**config.mk**
```make
export PLATFORM = sky130hd
export DESIGN_NAME = pmt_timer
export DESIGN_NICKNAME = d
export VERILOG_FILES = /design/src/pmt_pkg.sv /design/src/pmt_timer.sv
export VERILOG_INCLUDE_DIRS = /design/src
export SDC_FILE = /design/constraint.sdc
export NUM_CORES = 1
export LEC_CHECK = 0
export BUFFER_PORTS_ARGS = -buffer_cell sky130_fd_sc_hd__buf_2
export CAP_MARGIN = 20
export CORE_AREA = 4 4 72 74
export DETAILED_ROUTE_END_ITERATION = 7
export DIE_AREA = 0 0 76 78
export GPL_TIMING_DRIVEN = 0
export PLACE_DENSITY = 0.74
export RECOVER_POWER = 25
export SLEW_MARGIN = 20
export SYNTH_ARGS = -nofsm -noshare
export SYNTH_HDL_FRONTEND = slang
export SYNTH_SLANG_ARGS = --single-unit
```
**constraint.sdc**
```tcl
create_clock -name ref_clk -period 2 [get_ports ref_clk]
set_input_delay 0.2 -clock ref_clk [delete_from_list [all_inputs] [get_ports ref_clk]]
set_output_delay 0.2 -clock ref_clk [all_outputs]
set_load 0.05 [all_outputs]
```
**src/pmt_defs.svh**
```systemverilog
// Register offsets, field positions, reset values and timing figures of the period match timer
// Assumes a plain register port with byte-wide data in the low bits
`ifndef PMT_DEFS_SVH
`define PMT_DEFS_SVH

`define PMT_OFF_CONTROL 4'h0
`define PMT_OFF_PERIOD 4'h1
`define PMT_OFF_COUNT 4'h2
`define PMT_OFF_IRQ_STATUS 4'h3
`define PMT_OFF_IRQ_ENABLE 4'h4
`define PMT_OFF_IRQ_CLEAR 4'h5

`define PMT_CTRL_PRE_LSB 0
`define PMT_CTRL_PRE_MSB 1
`define PMT_CTRL_ON_BIT 2
`define PMT_CTRL_POST_LSB 3
`define PMT_CTRL_POST_MSB 6
`define PMT_CTRL_MASK 8'h7f

`define PMT_RST_CONTROL 8'h00
`define PMT_RST_PERIOD 8'hff
`define PMT_RST_COUNT 8'h00

`define PMT_INSTR_DIV 2'h3
`define PMT_PRE_MAX_1 4'h0
`define PMT_PRE_MAX_4 4'h3
`define PMT_PRE_MAX_16 4'hf

`define PMT_GAP_DIV1 8'h03
`define PMT_GAP_DIV4 8'h0f
`define PMT_GAP_DIV16 8'h3f

`endif

```
**src/pmt_pkg.sv**
```systemverilog
// Types shared by the period match timer
// Assumes pmt_defs.svh is compiled alongside
package pmt_pkg;
  typedef logic [7:0] pmt_byte_t;
  typedef logic [3:0] pmt_addr_t;
  typedef enum logic [1:0] {PMT_PRE_DIV1, PMT_PRE_DIV4, PMT_PRE_DIV16A, PMT_PRE_DIV16B} pmt_pre_t;
endpackage : pmt_pkg

```
**src/pmt_timer.sv**
```systemverilog
// Eight-bit period match timer with prescaler, postscaler, match flag and interrupt
// Assumes ref_clk is the oscillator clock; the instruction tick is ref_clk divided by four
//
// Function
// - count on instruction clock through prescaler
// - prescale select 00=1, 01=4, 1x=16
// - count from zero, compare with period
// - on match, zero next tick, advance postscaler
// - postscale ratio is field value plus one
// - postscaler output sets match interrupt flag
// - count and period readable and writable anytime
// - reset loads count zero, period all ones
// - timer-on bit enables or halts counting
// - count or control write, reset clear scalers
// - control write leaves count unchanged
// - control bit 7 reads zero, reset zero
`timescale 1ns/1ps
`include "pmt_defs.svh"

module pmt_timer (
  input wire logic ref_clk, // Oscillator clock, 25 MHz
  input wire logic rst_n, // Synchronous reset, active low
  input wire pmt_pkg::pmt_addr_t regAddr, // Register address
  input wire pmt_pkg::pmt_byte_t regWdata, // Write data
  input wire logic regWr, // Write strobe
  input wire logic regRd, // Read strobe
  output pmt_pkg::pmt_byte_t regRdata, // Read data, one cycle after strobe
  output logic irqOut // Level interrupt
);
  import pmt_pkg::*;

  // ********************************************
  // Register decode
  // ********************************************
  function automatic logic isWr(input pmt_addr_t a, input pmt_addr_t off, input logic wr);
    return wr && (a == off);
  endfunction : isWr

  logic wrCtrl;
  logic wrPeriod;
  logic wrCount;
  logic wrIrqEn;
  logic wrIrqClr;
  assign wrCtrl = isWr(regAddr, `PMT_OFF_CONTROL, regWr);
  assign wrPeriod = isWr(regAddr, `PMT_OFF_PERIOD, regWr);
  assign wrCount = isWr(regAddr, `PMT_OFF_COUNT, regWr);
  assign wrIrqEn = isWr(regAddr, `PMT_OFF_IRQ_ENABLE, regWr);
  assign wrIrqClr = isWr(regAddr, `PMT_OFF_IRQ_CLEAR, regWr);

  // ********************************************
  // Registers
  // ********************************************
  pmt_byte_t control_ff;
  pmt_byte_t period_ff;
  pmt_byte_t count_ff;
  logic irqFlag_ff;
  logic irqEn_ff;
  logic [1:0] instrDiv_ff;
  logic [3:0] preCnt_ff;
  logic [3:0] postCnt_ff;
  logic scalerClr;
  logic timerOn;
  pmt_pre_t preSel;
  logic [3:0] preMax;
  logic instrTick;
  logic preTick;
  logic match;
  logic postTick;

  assign scalerClr = wrCount || wrCtrl;
  assign timerOn = control_ff[`PMT_CTRL_ON_BIT];
  assign preSel = pmt_pre_t'(control_ff[`PMT_CTRL_PRE_MSB:`PMT_CTRL_PRE_LSB]);
  always_comb begin
    case (preSel)
      PMT_PRE_DIV1: preMax = `PMT_PRE_MAX_1;
      PMT_PRE_DIV4: preMax = `PMT_PRE_MAX_4;
      default: preMax = `PMT_PRE_MAX_16;
    endcase
  end

  always_ff @(posedge ref_clk) begin
    if (!rst_n) begin
      control_ff <= `PMT_RST_CONTROL;
    end else if (wrCtrl) begin
      control_ff <= regWdata & `PMT_CTRL_MASK;
    end
  end

  always_ff @(posedge ref_clk) begin
    if (!rst_n) begin
      period_ff <= `PMT_RST_PERIOD;
    end else if (wrPeriod) begin
      period_ff <= regWdata;
    end
  end

  // ********************************************
  // Instruction clock and prescaler
  // ********************************************
  // Free-running divide by four gives the instruction tick
  always_ff @(posedge ref_clk) begin
    if (!rst_n) begin
      instrDiv_ff <= 2'h0;
    end else begin
      instrDiv_ff <= instrDiv_ff + 2'h1;
    end
  end
  assign instrTick = (instrDiv_ff == `PMT_INSTR_DIV);

  assign preTick = timerOn && instrTick && (preCnt_ff >= preMax);

  always_ff @(posedge ref_clk) begin
    if (!rst_n || scalerClr) begin
      preCnt_ff <= 4'h0;
    end else if (timerOn && instrTick) begin
      preCnt_ff <= (preCnt_ff >= preMax) ? 4'h0 : preCnt_ff + 4'h1;
    end
  end

  // ********************************************
  // Count, match and postscaler
  // ********************************************
  assign match = (count_ff == period_ff);
  assign postTick = preTick && match && (postCnt_ff == control_ff[`PMT_CTRL_POST_MSB:`PMT_CTRL_POST_LSB]);

  always_ff @(posedge ref_clk) begin
    if (!rst_n) begin
      count_ff <= `PMT_RST_COUNT;
    end else if (wrCount) begin
      count_ff <= regWdata;
    end else if (preTick) begin
      count_ff <= match ? 8'h00 : count_ff + 8'h01;
    end
  end

  always_ff @(posedge ref_clk) begin
    if (!rst_n || scalerClr) begin
      postCnt_ff <= 4'h0;
    end else if (preTick && match) begin
      postCnt_ff <= postTick ? 4'h0 : postCnt_ff + 4'h1;
    end
  end

  // ********************************************
  // Interrupt
  // ********************************************
  // A postscaler output in the clearing cycle keeps the flag set
  always_ff @(posedge ref_clk) begin
    if (!rst_n) begin
      irqFlag_ff <= 1'b0;
    end else if (postTick) begin
      irqFlag_ff <= 1'b1;
    end else if (wrIrqClr && regWdata[0]) begin
      irqFlag_ff <= 1'b0;
    end
  end

  always_ff @(posedge ref_clk) begin
    if (!rst_n) begin
      irqEn_ff <= 1'b0;
    end else if (wrIrqEn) begin
      irqEn_ff <= regWdata[0];
    end
  end

  always_ff @(posedge ref_clk) begin
    if (!rst_n) begin
      irqOut <= 1'b0;
    end else begin
      irqOut <= irqFlag_ff && irqEn_ff;
    end
  end

  // ********************************************
  // Read port
  // ********************************************
  always_ff @(posedge ref_clk) begin
    if (!rst_n) begin
      regRdata <= 8'h00;
    end else if (regRd) begin
      case (regAddr)
        `PMT_OFF_CONTROL: regRdata <= control_ff;
        `PMT_OFF_PERIOD: regRdata <= period_ff;
        `PMT_OFF_COUNT: regRdata <= count_ff;
        `PMT_OFF_IRQ_STATUS: regRdata <= {7'h00, irqFlag_ff};
        `PMT_OFF_IRQ_ENABLE: regRdata <= {7'h00, irqEn_ff};
        default: regRdata <= 8'h00;
      endcase
    end else begin
      regRdata <= 8'h00;
    end
  end

  // ********************************************
  // Check helpers
  // ********************************************
  // Spacing of prescaled ticks, less one, for each prescale code
  function automatic logic [7:0] gapFor(input pmt_pre_t sel);
    case (sel)
      PMT_PRE_DIV1: return `PMT_GAP_DIV1;
      PMT_PRE_DIV4: return `PMT_GAP_DIV4;
      default: return `PMT_GAP_DIV16;
    endcase
  endfunction : gapFor

  logic [7:0] chkGap_ff;
  logic chkGapValid_ff;
  logic [4:0] chkMatches_ff;
  logic [3:0] postSel;
  assign postSel = control_ff[`PMT_CTRL_POST_MSB:`PMT_CTRL_POST_LSB];

  // Cycles since the last prescaled tick, saturating
  always_ff @(posedge ref_clk) begin
    if (!rst_n || preTick) begin
      chkGap_ff <= 8'h00;
    end else if (chkGap_ff != 8'hff) begin
      chkGap_ff <= chkGap_ff + 8'h01;
    end
  end

  // A gap is only measured between two ticks with no clear or halt between them
  always_ff @(posedge ref_clk) begin
    if (!rst_n || scalerClr || !timerOn) begin
      chkGapValid_ff <= 1'b0;
    end else if (preTick) begin
      chkGapValid_ff <= 1'b1;
    end
  end

  // Matches seen since the last postscaler output
  always_ff @(posedge ref_clk) begin
    if (!rst_n || scalerClr || postTick) begin
      chkMatches_ff <= 5'h00;
    end else if (preTick && match && chkMatches_ff != 5'h1f) begin
      chkMatches_ff <= chkMatches_ff + 5'h01;
    end
  end
endmodule : pmt_timer

```
After elaboration in Yosys (flattened, before gate mapping). Cells that the tools add are included.

Bits in registers: 44. Input port bits: 16. Output and inout bits: 9. Logic and storage cells: 52.

$add $sub $neg: 4. Magnitude comparators: 1. Equality and inequality tests: 9. Muxes and demuxes: 9. Reduce and logical (&&, ||, !) cells: 19.

Operators by type and width (count): 8-bit one-hot mux with 5 select lines (1); 8-bit two-way mux (3); 1-bit logical AND (11); 4-bit by 1-bit adder with 4-bit output, second input constant (2); 8-bit by 1-bit adder with 8-bit output, second input constant (1); 4-bit by 2-bit == test with 1-bit output, second input constant (2); 4-bit by 3-bit == test with 1-bit output, second input constant (2); 8-bit == test (1); 4-bit two-way mux (2); 4-bit one-hot mux with 2 select lines (1); 4-bit by 1-bit == test with 1-bit output, second input constant (1); 4-bit == test (1); 4-bit greater-or-equal comparator (1); 4-bit logical NOT (1); 2-bit nonzero test (2); 2-bit by 1-bit adder with 2-bit output, second input constant (1); 2-bit by 1-bit == test with 1-bit output, second input constant (1); 2-bit == test, second input constant (1); 2-bit logical NOT (1); 1-bit logical OR (2); 1-bit two-way mux (2); 2-bit AND reduction (1); 1-bit logical NOT (1).

Logic depth before layout (Yosys ltp).
Word-level depth: 7. Mapped depth: 9. Mapped depth without buffers: 7.

Worst setup path after synthesis. Ideal clock, no wire load.

Path type: register -> register. Start: register control_ff[0]. End: register postCnt_ff[1]. Setup time: 70 ps. Arrival time: 2027 ps. Data required time: 1930 ps. Setup slack: -97 ps. Cell stages (with the launch flop): 10. Buffers on the path: 2. Period minus slack after synthesis: 2097 ps. Cell sequence: dfxtp_1 or2_2 ha_1 nand2b_1 a2111oi_4 or2_1 buf_2 buf_4 o21ai_0 a21oi_1.

Cells in the longest elaborated chain, start to end: 7. Elaborated cells on any way between the ends: 8. Those cells by class: order compare (1); eq/ne (1); mux (2); reduce/logical (4).

Ends and longest elaborated chain: start, declared (line pmt_timer.sv:53) `pmt_byte_t control_ff;`; start signal, assigned (line pmt_timer.sv:83) `` control_ff <= `PMT_RST_CONTROL; ``; start signal, assigned (line pmt_timer.sv:85) `` control_ff <= regWdata & `PMT_CTRL_MASK; ``; 2-bit by 1-bit == test with 1-bit output or 2-bit logical NOT (tied branches) (line pmt_timer.sv:74) `case (preSel)`; 4-bit one-hot mux with 2 select lines (*) (line pmt_timer.sv:74); 4-bit greater-or-equal comparator (*) (line pmt_timer.sv:110) `assign preTick = timerOn && instrTick && (preCnt_ff >= preMax);`; 1-bit logical AND (*) (line pmt_timer.sv:110); 1-bit logical AND (*); 1-bit logical AND (line pmt_timer.sv:124) `` assign postTick = preTick && match && (postCnt_ff == control_ff[`PMT_CTRL_POST_MSB:`PMT_CTRL_POST_LSB]); ``; 4-bit two-way mux (line pmt_timer.sv:140) `postCnt_ff <= postTick ? 4'h0 : postCnt_ff + 4'h1;`; end signal, assigned (line pmt_timer.sv:140); end, declared (line pmt_timer.sv:60) `logic [3:0] postCnt_ff;`.

Mark *: on every way between the ends. The rest lies on a longest branch, timed or not. A chain may end at the register's enable or synchronous reset.

Worst setup path in the final report.
Start: register control_ff[0]. End: register irqFlag_ff.

Cells in the longest elaborated chain, start to end: 7. Elaborated cells on any way between the ends: 9. Those cells by class: order compare (1); eq/ne (1); mux (2); reduce/logical (5).

Ends and longest elaborated chain: 2-bit by 1-bit == test with 1-bit output or 2-bit logical NOT (tied branches) (line pmt_timer.sv:74); 4-bit one-hot mux with 2 select lines (*) (line pmt_timer.sv:74); 4-bit greater-or-equal comparator (*) (line pmt_timer.sv:110); 1-bit logical AND (*) (line pmt_timer.sv:110); 1-bit logical AND (*); 1-bit logical AND (*) (line pmt_timer.sv:124); 1-bit two-way mux or 2-bit nonzero test (tied branches); end signal, assigned (line pmt_timer.sv:150) `irqFlag_ff <= 1'b0;`; end signal, assigned (line pmt_timer.sv:152) `irqFlag_ff <= 1'b1;`; end signal, assigned (line pmt_timer.sv:154) `irqFlag_ff <= 1'b0;`; end, declared (line pmt_timer.sv:56) `logic irqFlag_ff;`.

Marked as above.

==> impl_results.md <==
- Outcome: finished with violations
- Failing checks: setup timing
- Ys flop type: dfxtp_1
- FF+latch count, synth: 44
- Post-synthesis async set-or-reset flop share: 0%
- Synth top area share: 38.1%
- Wire length of the first global-routing pass: 9.60 mm
- Most frequent CP cell: buf_6
- Final hold slack: 0.131 ns
- Port bufs: 23
- Placer Congestion: 0.858
- # fillers: 395
- Vias: 2178
- Max Fclk: 485 MHz
- Total congestion overflow: 0
- Crit path max fanout: 4
- Synth Cell Area: 2310 um2
- Initial core utilization: 50.2%
- Avg Inst Size Synth: 8.31 um2
- Area leader, netlist: dfxtp_1
- Warnings, synthesis: 0
- Met2 WL: 2.75 mm
- Seq/Total Area, Yosys: 38.1%
- Drt drc: 0
- Crit path launch type: flop
- Setup Viol. Count Final: 7
- PD cells: 620 nW/um2
- Core Area: 4600 um2
- CP Cell Sequence: or2_4, ha_4, nand2b_4, a2111oi_4, or2_1, buf_6, buf_6, or3_4, a21oi_2
- Post-synth EDFFs: 0
- Die height: 78 um
- Final hold viol count: 0
- DP Wirelength: 4.13 mm
- Initial antenna violation count: 0
- Pwr Total: 1.73 mW
- Hold/Removal Path Class: in -> reg
- Max layer used: met4
- Num Clock Sinks: 44
- Clock buffer count from CTS: 5
- Routed wire length: 5.84 mm
- H-tree levels: 2
- Crit-path slowest cell: or3_4
- Initial drt markers: 225
- Dpl ws: -0.258 ns
- Routed length per instance: 15.6 um
- Latest clock arrival within the worst-skew pair: 0.31 ns
- Critical Path End Type: flop
- Max-Cap Viols: 0
- P_leak: 1.11 nW
- Die ar.: 5930 um2
- Slowest stage delay, CP: 0.36 ns
- Max Root-Sink Buffers: 2
- Share of cells above drive strength 1: 21.0%
- Synth top area cells: dfxtp_1 (38%), nand2_1 (6.0%), a21oi_1 (5.2%), nand3_1 (4.6%), nor2_1 (4.4%)
- Initial DRT Pass Iterations: 5
- Peak VDD IR: 0.327 mV
- Post-route ant nets: 0
- RSZ-0062 raised after global routing: true
- Reg clk slew, reported paths: 0.08 ns
- CP arrival: 2.30 ns
- Clock Skews: 0.00585 ns
- FP Rows: 25
- Ant. Diodes: 0
- Crit share post-route: 103%
- Total track usage: 20.0%
- Slew HR: 53.9%
- Area grow syn2layout: 20.5%
- Fin worst setup slack: -0.0634 ns
- Syn Inst Count: 278
- Mapped Nets: 302
- Data required time of the critical path: 2.24 ns
- Synth unique cells: 47
- Slew @ Worst Pin: 0.692 ns
- Routed length on met1: 2.52 mm
- CTS tree: yes
- Min cycle time layout: 2.06 ns
- Count of pins over their slew limit: 0
- Fin nets: 342
- Number of global-route vias before repair: 2062
- WS Path Type: reg -> reg
- Largest net degree at the start of global routing: 13
- Final TNS setup: -0.157 ns
- Die X-Extent: 76 um
- DR vias/cell: 5.84
- Wire length on met3: 450 um
- Utilization after layout: 60.5%
- Ports: 25
- Clock root buffer: clkbuf_8
==> metrics by stage <==
stage / instance area (um2) / instances
6_report: 2780 / 373
5_1_grt: 2780 / 373
4_1_cts: 2740 / 373
3_5_place_dp: 2500 / 355
3_3_place_gp: 2500 / 355
2_1_floorplan: 2320 / 278
==> sequential cells by signal, indices dropped and copies added (netlist names) <==
signal	cells
control_ff	7
period_ff	8
instrDiv_ff	2
regRdata	8
count_ff	8
irqFlag_ff	1
irqEn_ff	1
postCnt_ff	4
preCnt_ff	4
irqOut	1
==> routing by layer <==
metal / global-route usage [%] / vias up
li1: - / 1065
met1: 25.2 / 1013
met2: 32.3 / 85
met3: 4.64 / 15
met4: 8.90 / 0
met5: 0 / -
==> worst paths after layout <==
path,startpoint,end,slack [ns],cells past startpoint
worst max-delay path,control_ff[0],irqFlag_ff,-0.06,9
worst min-delay path,regWdata[7],period_ff[7],0.13,3
worst max register to register,control_ff[0],irqFlag_ff,-0.06,9
worst min register to register,instrDiv_ff[0],instrDiv_ff[0],0.42,1
==> power by group <==
group	internal, mW	leakage (nW)	total (mW)	switching (mW)
logic	0.0831	0.706	0.220	0.137
clock network	0.282	0.0455	0.579	0.298
registers	0.904	0.358	0.925	0.0212
==> critical path: cells and delay by family, from the launching register on <==
family	cells	cell delay, ns
and+or+nand+nor	4	0.97
AOI/OAI and AO/OA	2	0.19
DFF	1	0.34
adders and majority gates	1	0.26
buffers and inverters	2	0.25
==> placed cells by master, fill, tap and decap left out, types with 2 or more instances in the layout <==
cell,n
nor2b_1,2
a32oi_1,4
ha_4,3
or3_1,3
o21ai_1,4
xnor2_1,5
o22ai_1,2
and3_1,2
buf_4,7
xor2_1,10
buf_6,5
nand4_1,6
nand3_1,21
mux2i_1,8
inv_1,6
a31oi_1,2
dfxtp_2,2
dfxtp_1,42
a21oi_1,23
o21a_1,2
nand2_2,2
ha_1,5
clkbuf_1,13
nor3_1,3
clkbuf_2,2
buf_2,22
nor4_2,2
nor2_4,2
nand3b_1,3
nor2_1,27
clkbuf_8,6
and2_1,3
a32oi_2,2
o21ai_0,11
nand2_1,36
==> cells by family after synthesis <==
logic type,Yosys count,share of synthesized area [%]
AND/OR/NAND/NOR,122,27.7
adder cells (fa/ha/maj),8,4.33
buffers and inverters,23,4.88
XOR/XNOR,15,5.69
AO/OA/AOI/OAI,58,15.8
multiplexers,8,3.47
flip-flops,44,38.1
==> cells in the mapped netlist (all sizes together), types with 6 or more instances <==
| library cell | count |
|---|---|
| mux2i | 8 |
| buf | 7 |
| a32oi | 6 |
| ha | 8 |
| xor2 | 10 |
| o21ai | 16 |
| nand4 | 6 |
| clkbuf | 9 |
| inv | 7 |
| nor2 | 30 |
| nand3 | 21 |
| dfxtp | 44 |
| nand2 | 38 |
| a21oi | 24 |
==> cell type report <==
type	instances	area, um2	area share, %
multi-input cells	211	1400	50.2
inverters	7	26.3	0.944
well taps	54	67.6	2.43
clock buffers	8	90.1	3.24
flip-flops and latches	44	883	31.7
repair buffers	34	234	8.41
plain buffers	15	83.8	3.01
==> timing repair <==
item / in CTS / in global routing
buffers inserted: 9 / 1
gates resized for setup: 12 / 11
hold buffers: 0 / 0
pin swaps: 21 / 11
setup endpoints to repair: 16 / 16
cloned: 1 / 0
No activity file was read; power rests on OpenSTA's default activity.
